**src/fec_sync_status_defs.svh**
```systemverilog
// offsets, field positions and reset values of the fec status bank
`ifndef FEC_SYNC_STATUS_DEFS_SVH
`define FEC_SYNC_STATUS_DEFS_SVH

// register indices; byte address is four times the index
`define FEC_LOCK_STATUS_IDX         8'h41
`define SEG_ERR_LOW_IDX             8'h43
`define SEG_ERR_HIGH_IDX            8'h44
`define DEFRAMER_FRAME_ERR_IDX      8'h45
`define UPDATE_CTRL_IDX             8'h25
`define IRQ_STATUS_IDX              8'h60
`define IRQ_MASK_IDX                8'h61

// field positions
`define SYNC_STATE_LSB              0
`define DEINT_WORD_LSB              2
`define TRELLIS_STATE_LSB           6
`define SEG_HIGH_LSB                4
`define DEFRAMER_LOCK_BIT           4
`define FRAME_ERR_MAX_LSB           0
`define UPDATE_BIT                  0

// interrupt status bit positions
`define IRQ_SYNC_LOCK_BIT           0
`define IRQ_SYNC_LOST_BIT           1
`define IRQ_DEFRAMER_LOCK_BIT       2
`define IRQ_SNAPSHOT_BIT            3
`define IRQ_WIDTH                   4

// reset values
`define SNAPSHOT_RESET              12'h000
`define IRQ_RESET                   4'h0
`endif

```
**src/fec_sync_status_pkg.sv**
```systemverilog
// types shared by the fec status bank
package fec_sync_status_pkg;

    typedef enum logic [1:0] {
        SYNC_SEARCHING = 2'h0,
        SYNC_LOCKED    = 2'h1,
        SYNC_UNUSED    = 2'h2,
        SYNC_LOST      = 2'h3
    } sync_state_t;

    typedef enum logic [1:0] {
        TRELLIS_LOCKED_LOW  = 2'h0,
        TRELLIS_UNUSED      = 2'h1,
        TRELLIS_LOCKED_HIGH = 2'h2,
        TRELLIS_HUNTING     = 2'h3
    } trellis_state_t;

    typedef enum logic {
        MODE_VSB = 1'b0,
        MODE_QAM = 1'b1
    } demod_mode_t;

    // bus slave states, gray along idle -> ack -> idle
    typedef enum logic [1:0] {
        BUS_IDLE = 2'h0,
        BUS_ACK  = 2'h1
    } bus_state_t;

endpackage : fec_sync_status_pkg

```
**src/seg_error_snapshot.sv**
```systemverilog
// held copy of the segment error count, refreshed on host request
`timescale 1ns/1ps
`include "fec_sync_status_defs.svh"

module seg_error_snapshot #(
    parameter int COUNT_W = 12
) (
    input  wire logic               clk_i,
    input  wire logic               rst_b_i,
    input  wire logic               ce_i,
    input  wire logic               update_i,
    input  wire logic [COUNT_W-1:0] live_count_i,
    output logic      [COUNT_W-1:0] held_count_o,
    output logic                    taken_o
);

    logic [COUNT_W-1:0] next_held;
    logic               next_taken;

    // ---------------------------------------------------------------
    // snapshot
    // ---------------------------------------------------------------
    always_comb begin
        next_held  = held_count_o;
        next_taken = 1'b0;
        if (update_i) begin
            next_held  = live_count_i;
            next_taken = 1'b1;
        end
    end

    always_ff @(posedge clk_i or negedge rst_b_i) begin
        if (!rst_b_i) begin
            held_count_o <= COUNT_W'(`SNAPSHOT_RESET);
            taken_o      <= 1'b0;
        end else if (ce_i) begin
            held_count_o <= next_held;
            taken_o      <= next_taken;
        end
    end

endmodule : seg_error_snapshot

```
**src/fec_sync_status_readout.sv**
```systemverilog
// wishbone status bank of the fec stage: lock, counts, frame errors
`timescale 1ns/1ps
`include "fec_sync_status_defs.svh"


module fec_sync_status_readout #(
    parameter int COUNT_W = 12
) (
    input  wire logic               clk_i,
    input  wire logic               rst_b_i,
    input  wire logic               ce_i,
    // wishbone classic slave
    input  wire logic               wb_cyc_i,
    input  wire logic               wb_stb_i,
    input  wire logic               wb_we_i,
    input  wire logic [9:0]         wb_adr_i,
    input  wire logic [3:0]         wb_sel_i,
    input  wire logic [31:0]        wb_dat_i,
    output logic      [31:0]        wb_dat_o,
    output logic                    wb_ack_o,
    output logic                    wb_err_o,
    // status from the fec path
    input  wire logic               demod_mode_i,
    input  wire logic [1:0]         sync_state_i,
    input  wire logic [1:0]         trellis_state_i,
    input  wire logic [3:0]         deint_word_i,
    input  wire logic [COUNT_W-1:0] seg_error_count_i,
    input  wire logic               deframer_lock_i,
    input  wire logic [3:0]         frame_err_max_i,
    output logic                    irq_o
);

    // ---------------------------------------------------------------
    // reset release
    // ---------------------------------------------------------------
    logic rst_meta;
    logic rst_n;

    always_ff @(posedge clk_i or negedge rst_b_i) begin
        if (!rst_b_i) begin
            rst_meta <= 1'b0;
            rst_n    <= 1'b0;
        end else begin
            rst_meta <= 1'b1;
            rst_n    <= rst_meta;
        end
    end

    // ---------------------------------------------------------------
    // bus decode
    // ---------------------------------------------------------------
    logic [7:0]                      idx;
    logic                            req;
    logic                            hit;
    logic                            update_wr;
    fec_sync_status_pkg::bus_state_t bus_state;
    fec_sync_status_pkg::bus_state_t next_bus_state;
    logic [31:0]                     next_dat;
    logic                            next_err;
    logic [7:0]                      rd_byte;
    logic [COUNT_W-1:0]              held_count;
    logic                            snap_taken;
    logic                            qam;

    assign idx = wb_adr_i[9:2];
    assign req = wb_cyc_i && wb_stb_i && (bus_state == fec_sync_status_pkg::BUS_IDLE);
    assign qam = (demod_mode_i == fec_sync_status_pkg::MODE_QAM);

    always_comb begin
        case (idx)
            `FEC_LOCK_STATUS_IDX,
            `SEG_ERR_LOW_IDX,
            `SEG_ERR_HIGH_IDX,
            `DEFRAMER_FRAME_ERR_IDX,
            `UPDATE_CTRL_IDX,
            `IRQ_STATUS_IDX,
            `IRQ_MASK_IDX: hit = 1'b1;
            default:       hit = 1'b0;
        endcase
    end

    assign update_wr = req && wb_we_i && wb_sel_i[0] && (idx == `UPDATE_CTRL_IDX)
                       && wb_dat_i[`UPDATE_BIT];

    seg_error_snapshot #(
        .COUNT_W(COUNT_W)
    ) u_snapshot (
        .clk_i       (clk_i),
        .rst_b_i     (rst_n),
        .ce_i        (ce_i),
        .update_i    (update_wr),
        .live_count_i(seg_error_count_i),
        .held_count_o(held_count),
        .taken_o     (snap_taken)
    );

    // ---------------------------------------------------------------
    // interrupt events
    // ---------------------------------------------------------------
    logic [`IRQ_WIDTH-1:0] irq_status;
    logic [`IRQ_WIDTH-1:0] irq_mask;
    logic [`IRQ_WIDTH-1:0] next_irq_status;
    logic [`IRQ_WIDTH-1:0] next_irq_mask;
    logic [`IRQ_WIDTH-1:0] events;
    logic [1:0]            sync_prev;
    logic                  deframer_prev;
    logic [1:0]            next_sync_prev;
    logic                  next_deframer_prev;
    logic [`IRQ_WIDTH-1:0] w1c;

    always_comb begin
        events = '0;
        events[`IRQ_SYNC_LOCK_BIT] = (sync_state_i == fec_sync_status_pkg::SYNC_LOCKED)
                                     && (sync_prev != fec_sync_status_pkg::SYNC_LOCKED);
        events[`IRQ_SYNC_LOST_BIT] = (sync_state_i == fec_sync_status_pkg::SYNC_LOST)
                                     && (sync_prev != fec_sync_status_pkg::SYNC_LOST);
        events[`IRQ_DEFRAMER_LOCK_BIT] = qam && deframer_lock_i && !deframer_prev;
        events[`IRQ_SNAPSHOT_BIT]      = snap_taken;
    end

    always_comb begin
        w1c = '0;
        if (req && wb_we_i && wb_sel_i[0] && (idx == `IRQ_STATUS_IDX)) begin
            w1c = wb_dat_i[`IRQ_WIDTH-1:0];
        end
        next_irq_mask = irq_mask;
        if (req && wb_we_i && wb_sel_i[0] && (idx == `IRQ_MASK_IDX)) begin
            next_irq_mask = wb_dat_i[`IRQ_WIDTH-1:0];
        end
        // set wins over a clear in the same cycle
        next_irq_status    = (irq_status & ~w1c) | events;
        next_sync_prev     = sync_state_i;
        next_deframer_prev = deframer_lock_i;
    end

    always_ff @(posedge clk_i or negedge rst_n) begin
        if (!rst_n) begin
            irq_status    <= `IRQ_RESET;
            irq_mask      <= `IRQ_RESET;
            sync_prev     <= 2'h0;
            deframer_prev <= 1'b0;
        end else if (ce_i) begin
            irq_status    <= next_irq_status;
            irq_mask      <= next_irq_mask;
            sync_prev     <= next_sync_prev;
            deframer_prev <= next_deframer_prev;
        end
    end

    assign irq_o = |(irq_status & irq_mask);

    // ---------------------------------------------------------------
    // read mux
    // ---------------------------------------------------------------
    always_comb begin
        rd_byte = 8'h00;
        case (idx)
            `FEC_LOCK_STATUS_IDX: begin
                rd_byte[`SYNC_STATE_LSB +: 2] = sync_state_i;
                if (qam) begin
                    rd_byte[`TRELLIS_STATE_LSB +: 2] = trellis_state_i;
                    rd_byte[`DEINT_WORD_LSB +: 4] = deint_word_i;
                end
            end
            `SEG_ERR_LOW_IDX: rd_byte = held_count[7:0];
            `SEG_ERR_HIGH_IDX: begin
                // count high nibble; low nibble reserved
                rd_byte[`SEG_HIGH_LSB +: 4] = held_count[COUNT_W-1 -: 4];
            end
            `DEFRAMER_FRAME_ERR_IDX: begin
                if (qam) begin
                    rd_byte[`DEFRAMER_LOCK_BIT] = deframer_lock_i;
                    rd_byte[`FRAME_ERR_MAX_LSB +: 4] = frame_err_max_i;
                end
            end
            `IRQ_STATUS_IDX: rd_byte[`IRQ_WIDTH-1:0] = irq_status;
            `IRQ_MASK_IDX:   rd_byte[`IRQ_WIDTH-1:0] = irq_mask;
            default:         rd_byte = 8'h00;
        endcase
    end

    // ---------------------------------------------------------------
    // bus answer
    // ---------------------------------------------------------------
    // writes to lock, count and frame error status ignored; irq status write clears the bits set in the data
    always_comb begin
        next_bus_state = fec_sync_status_pkg::BUS_IDLE;
        next_dat       = wb_dat_o;
        next_err       = 1'b0;
        case (bus_state)
            fec_sync_status_pkg::BUS_IDLE: begin
                if (req) begin
                    next_bus_state = fec_sync_status_pkg::BUS_ACK;
                    next_err       = !hit;
                    next_dat       = {24'h000000, (wb_we_i || !hit) ? 8'h00 : rd_byte};
                end
            end
            fec_sync_status_pkg::BUS_ACK: next_bus_state = fec_sync_status_pkg::BUS_IDLE;
            default:                      next_bus_state = fec_sync_status_pkg::BUS_IDLE;
        endcase
    end

    always_ff @(posedge clk_i or negedge rst_n) begin
        if (!rst_n) begin
            bus_state <= fec_sync_status_pkg::BUS_IDLE;
            wb_dat_o  <= 32'h00000000;
            wb_err_o  <= 1'b0;
        end else if (ce_i) begin
            bus_state <= next_bus_state;
            wb_dat_o  <= next_dat;
            wb_err_o  <= next_err;
        end
    end

    assign wb_ack_o = (bus_state == fec_sync_status_pkg::BUS_ACK) && !wb_err_o;

endmodule : fec_sync_status_readout

```
**config.mk**
```make
export PLATFORM = sky130hd
export DESIGN_NAME = fec_sync_status_readout
export DESIGN_NICKNAME = d
export VERILOG_FILES = /design/src/fec_sync_status_pkg.sv /design/src/seg_error_snapshot.sv /design/src/fec_sync_status_readout.sv
export VERILOG_INCLUDE_DIRS = /design/src
export SDC_FILE = /design/constraint.sdc
export NUM_CORES = 1
export LEC_CHECK = 0
export BUFFER_PORTS_ARGS = -buffer_cell sky130_fd_sc_hd__buf_2
export CAP_MARGIN = 10
export CORE_AREA = 2 2 72 74
export CTS_CLUSTER_SIZE = 12
export DETAILED_ROUTE_END_ITERATION = 12
export DIE_AREA = 0 0 74 76
export PLACE_DENSITY = 0.8
export SYNTH_ARGS = -nofsm -noshare
export SYNTH_HDL_FRONTEND = slang
export SYNTH_SLANG_ARGS = --single-unit
```
**constraint.sdc**
```tcl
create_clock -name clk_i -period 1.4 [get_ports clk_i]
set_input_delay 0.21 -clock clk_i [delete_from_list [all_inputs] [get_ports clk_i]]
set_output_delay 0.21 -clock clk_i [all_outputs]
set_load 0.01 [all_outputs]
```
# Word level (Yosys, flattened, before mapping)
# Cells that the tools add are included.
[word_totals] register_bits=37 elab_cells=63
[op_classes] eq_ne=12 n_mux=13 n_bitwise=4 n_reduce_logical=23
[ops] operator="8-bit by 7-bit == test with 1-bit output, second input constant" n=6
[ops] operator="4-bit one-hot mux with 5 select lines" n=1
[ops] operator="1-bit logical AND" n=13
[ops] operator="3-bit one-hot mux with 3 select lines" n=1
[ops] operator="4-bit bitwise AND" n=2
[ops] operator="8-bit by 6-bit == test with 1-bit output, second input constant" n=1
[ops] operator="8-bit 2-to-1 mux" n=1
[ops] operator="7-bit OR reduction" n=1
[ops] operator="6-bit 2-to-1 mux" n=1
[ops] operator="1-bit 2-to-1 mux" n=5
[ops] operator="5-bit 2-to-1 mux" n=1
[ops] operator="2-bit by 1-bit == test with 1-bit output, second input constant" n=2
[ops] operator="4-bit 2-to-1 mux" n=1
[ops] operator="4-bit NOT" n=1
[ops] operator="4-bit bitwise OR" n=1
[ops] operator="1-bit one-hot mux with 4 select lines" n=1
[ops] operator="2-bit AND reduction" n=2
[ops] operator="4-bit OR reduction" n=1
[ops] operator="1-bit logical NOT" n=3
[ops] operator="3-bit AND reduction" n=1
[ops] operator="2-bit == test, second input constant" n=1
[ops] operator="2-bit logical NOT" n=1
[ops] operator="2-bit 2-to-1 mux" n=1
[ops] operator="2-bit by 1-bit inequality test with 1-bit output, second input constant" n=1
[ops] operator="other kinds (2)" n=2

# Depth between registers and ports, before layout
[depth] ltp_word=9 ltp_mapped=6 mapped_depth_nobuf=5

# By module
# Synthesis repeated with hierarchy kept, for this count alone.
[hier_totals] cells_unflattened=198 hier_area_um2=2098.3
[by_module_without_submodules] mod="fec_sync_status_readout" instances=1 cells_per_inst=169 area_per_inst_um2=1577.8 seq_area_each_um2=575.6
[by_module_without_submodules] mod="seg_error_snapshot" instances=1 cells_per_inst=29 area_per_inst_um2=520.5 seq_area_each_um2=325.3

# Worst setup path after synthesis
# Ideal clock, no wire load.
[synth_timing] kind="input port to flip-flop" start="input wb_adr_i[9]" end="register irq_mask[0]" setup_time_ps=125 arrival_ps=1468 t_required_ps=1275 path_slack_ps=-193 path_stages=4 path_cell_list="nor4b_4 nand3_2 nor4_4 mux2_2"
[synth_between] elab_chain_len=3
[synth_lines] element="from (decl)" line_no="fec_sync_status_readout.sv:16" rtl="input wire logic [9:0] wb_adr_i,"
[synth_lines] element="8-bit by 7-bit == test with 1-bit output"
[synth_lines] element="1-bit logical AND" line_no="fec_sync_status_readout.sv:127" rtl="if (req && wb_we_i && wb_sel_i[0] && (idx == `IRQ_MASK_IDX)) begin"
[synth_lines] element="2-bit AND reduction (no source line)"
[synth_lines] element="to (signal assigned)" line_no="fec_sync_status_readout.sv:139" rtl="irq_mask <= `IRQ_RESET;"
[synth_lines] element="to (signal assigned)" line_no="fec_sync_status_readout.sv:144" rtl="irq_mask <= next_irq_mask;"
[synth_lines] element="to (decl)" line_no="fec_sync_status_readout.sv:101" rtl="logic [`IRQ_WIDTH-1:0] irq_mask;"
# No other way between the ends.
# A chain may end at the register's enable or synchronous reset.

# Worst setup path after layout
[layout_timing] start="register bus_state[0]" end="register u_snapshot.held_count_o[5]"
[layout_between] elab_chain_len=7
[layout_lines] element="from (decl)" line_no="fec_sync_status_readout.sv:56" rtl="fec_sync_status_pkg::bus_state_t bus_state;"
[layout_lines] element="from (signal assigned)" line_no="fec_sync_status_readout.sv:205" rtl="bus_state <= fec_sync_status_pkg::BUS_IDLE;"
[layout_lines] element="from (signal assigned)" line_no="fec_sync_status_readout.sv:209" rtl="bus_state <= next_bus_state;"
[layout_lines] element="2-bit logical NOT" line_no="fec_sync_status_readout.sv:66" rtl="assign req = wb_cyc_i && wb_stb_i && (bus_state == fec_sync_status_pkg::BUS_IDLE);"
[layout_lines] element="1-bit logical AND" line_no="fec_sync_status_readout.sv:66"
[layout_lines] element="1-bit logical AND (4 in a row)" line_no="fec_sync_status_readout.sv:82" rtl="assign update_wr = req && wb_we_i && wb_sel_i[0] && (idx == `UPDATE_CTRL_IDX)"
[layout_lines] element="2-bit AND reduction (no source line)"
[layout_lines] element="to (signal assigned)" line_no="seg_error_snapshot.sv:34" rtl="held_count_o <= COUNT_W'(`SNAPSHOT_RESET);"
[layout_lines] element="to (signal assigned)" line_no="seg_error_snapshot.sv:37" rtl="held_count_o <= next_held;"
[layout_lines] element="to (decl)" line_no="seg_error_snapshot.sv:13" rtl="output logic [COUNT_W-1:0] held_count_o,"
# No other way between the ends.

==> summary.txt <==
Status
  • Status: complete, but fails checks
  • Violated checks: setup timing

Timing
  • Final setup margin: -0.0902 ns
  • Min cycle time layout: around 1.5 ns
  • Highest Clock Rate: 671 MHz
  • Unrepaired setup endpoints after global routing: yes
  • Slew Viols, Final: 0
  • Final hold violations: 0
  • Setup TNS: -1.15 ns
  • Worst hold slack: 0.138 ns
  • Period utilization: 1.06
  • Skew final: roughly 0.0045 ns
  • Endpoints failing setup: 16

Global route
  • Vias in the first global route: between 1500 and 2000
  • Grt total ovfl: 0
  • GRT met1 Usage: 0.244
  • Met3 GRT Util: 0.0516
  • Met2 Use GR: 0.297
  • Largest net degree at the start of global routing: 35
  • First-pass GRT wire length: 8380 um
  • Initial antenna violation count: 0
  • Busiest metal layer after global routing: met2
  • Gr usage total: 0.192

Worst setup path
  • Max incr delay on CP: about 0.37 ns
  • Kind of critical path: reg -> reg
  • Crit path DAT: 1.67 ns
  • CP Launch Type: register
  • Crit-path max FO: 13
  • Slowest CP cell: dfrtp_1
  • CP cell instances: nand4b_1 > buf_6 > nor2_4 > nand4_4 > buf_12 > mux2_4
  • Crit. End Element: register
  • Req. time, crit path: 1.58 ns

Logic synthesis
  • Post-synthesis average cell area: 10.1 um2
  • Post-synth EDFFs: 0
  • Mapped Area: 0.00209 mm2
  • Share of the synthesized area in the top cell type: 0.430
  • Synth warn: 0
  • Synth area leader: dfrtp_1
  • Post-synth ARST share: 1.00
  • Syn Inst Count: 207
  • Predominant post-synthesis flop cell: dfrtp_1
  • Synth top area cells: dfrtp_1 (43%), buf_4 (8.6%), mux2_4 (6.5%), mux2_2 (5.9%), nand2_1 (5.0%)
  • Seq/Total Area, Yosys: 0.430
  • Post-synth cell types: 44
  • Post-synthesis register bit count: 36

Placement
  • Pre-CTS setup slack: -0.308 ns
  • RD Place Congestion: 0.900
  • Post-Place Cell Area: 0.00253 mm2
  • Placed wire-length estimate: 3960 um
  • PortBufs: 55

Power and ir drop
  • Leakage: between 1 and 1.5 nW
  • Power density cells: 777 mW/mm2
  • VDD IR max: 0.000611 V

Clock tree
  • Longest Clk Path Bufs: 2
  • Sink Count: 36
  • CTS tree: done
  • Cts bufs inserted: 5
  • H-Tree Depth: 2
  • CTS root buffer: clkbuf_8
  • Clock latency on the worst-skew pair: between 0.2 and 0.3 ns
  • Clock transition at path regs: roughly 0.070 ns

Route
  • # DRC: 0
  • Post-DRT Antenna Nets: 0
  • Final WL: 5460 um
  • DR pass1 iterations: 4
  • Vias per inst: 5.15
  • Wire length per cell: ~15 um
  • Via count: 1876
  • Iteration-0 DRC count of the detailed router: 74

Final layout
  • Most frequent cells in the layout: buf_2 (53), dfrtp_1 (36), buf_4 (28), nand2_1 (27), conb_1 (25)
  • Commonest non-fill, non-tap cell in the layout: buf_2
  • Syn-to-layout area delta: 33.0%
  • Final Cell Area: about 0.0028 mm2
  • N_diodes: 0
  • Total Nets Final: 371
  • Share of post-route cells with drive strength above 1: 0.442
  • Fin util: 0.567
  • Filler cells: 420

Floorplan
  • Core Area: 0.00491 mm2
  • # rows: 26
  • Chip height: 76 um
  • Die Area: 0.00562 mm2
  • Die width: 74 um
  • Initial Util: 0.426
  • IO Count: between 100 and 150

Min path
  • Hold Crit Class: in -> reg

Run
  • MaxCap Viol Count: 0
area by class of cell:
type,count,area (um2),share of cell area
multi-input combinational,153,1100,0.396
sequential,36,901,0.324
timing repair buffer,88,566,0.203
tap,70,87.6,0.0315
clock buffer,6,82.6,0.0297
inverter,9,33.8,0.0121
clock inverter,2,10.0,0.00360
synthesized netlist by cell type, drive strengths merged, types with 2 or more instances:
library cell	count
or4b	2
nor4	2
o31ai	2
nand2	28
nor2	8
a21oi	8
nand4	10
o21ai	11
inv	9
nand3	5
nor3	2
dfrtp	36
o32ai	3
and3	3
a22oi	2
nand3b	2
conb	2
buf	27
a22o	5
mux2	20
clkbuf	5
kinds of logic after synthesis:
family	after synthesis	synth area share
flip-flops	36	0.430
AND/OR/NAND/NOR	69	0.195
AO/OA/AOI/OAI	39	0.126
other	2	0.00359
multiplexers	20	0.124
buffers and inverters	41	0.121
per-layer routing:
layer / up-vias / part of all wire
li1: 863 / -
met1: 896 / 0.41
met2: 97 / 0.48
met3: 20 / 0.076
met4: 0 / 0.035
met5: - / 0
worst max-delay path, delay by kind of cell, from the launching register on:
kind                   cells  cell delay, ns
buffers and inverters      2            0.33
flip-flops                 1            0.37
multiplexers               1            0.29
AND/OR/NAND/NOR            3            0.37
metrics by stage:
| step | std cells | power, mW |
|---|---|---|
| global placement | 348 | 1.37 |
| CTS | 360 | 2.15 |
| finish | 364 | 2.16 |
| detailed placement | 348 | 1.38 |
| global route | 364 | 2.26 |
| floorplan | 230 | 1.27 |
power by group:
group	switching (mW)	internal [mW]
clock	0.378	0.392
sequential	0.0159	1.06
combinational	0.182	0.132
path summary, 6_finish.rpt:
| check | from | cells past startpoint | endpoint | slack [ns] |
|---|---|---|---|---|
| max in group asynchronous | rst_n$_DFF_PN0_ | 1 | u_snapshot.held_count_o[7]$_DFFE_PN0P_ | 0.82 |
| worst min register to register | rst_n$_DFF_PN0_ | 1 | irq_mask[2]$_DFFE_PN0P_ | 0.27 |
| min in group asynchronous | rst_b_i | 2 | rst_n$_DFF_PN0_ | 0.23 |
| worst max-delay path | bus_state[0]$_DFFE_PN0P_ | 6 | u_snapshot.held_count_o[5]$_DFFE_PN0P_ | -0.09 |
| worst min-delay path | sync_state_i[1] | 2 | irq_status[0]$_DFFE_PN0P_ | 0.14 |
| worst max register to register | bus_state[0]$_DFFE_PN0P_ | 6 | u_snapshot.held_count_o[5]$_DFFE_PN0P_ | -0.09 |
state kept, by name (all words and copies together), names as in the netlist:
name / cells
bus_state: 1
deframer_prev: 1
irq_mask: 4
irq_status: 4
rst_meta: 1
rst_n: 1
sync_prev: 2
u_snapshot.held_count_o: 12
u_snapshot.taken_o: 1
wb_dat_o: 8
wb_err_o: 1
repair_timing:
| item | in CTS | in global routing |
|---|---|---|
| gates resized for setup | 15 | 7 |
| setup buffers | 3 | 4 |
| setup endpoints to repair | 28 | 28 |
| hold buffers | 1 | 0 |
| endpoints found under the hold margin | 2 | 0 |
| pin swaps | 3 | 6 |
| gates cloned | 0 | 0 |
Power figures use the tool's default switching activity.
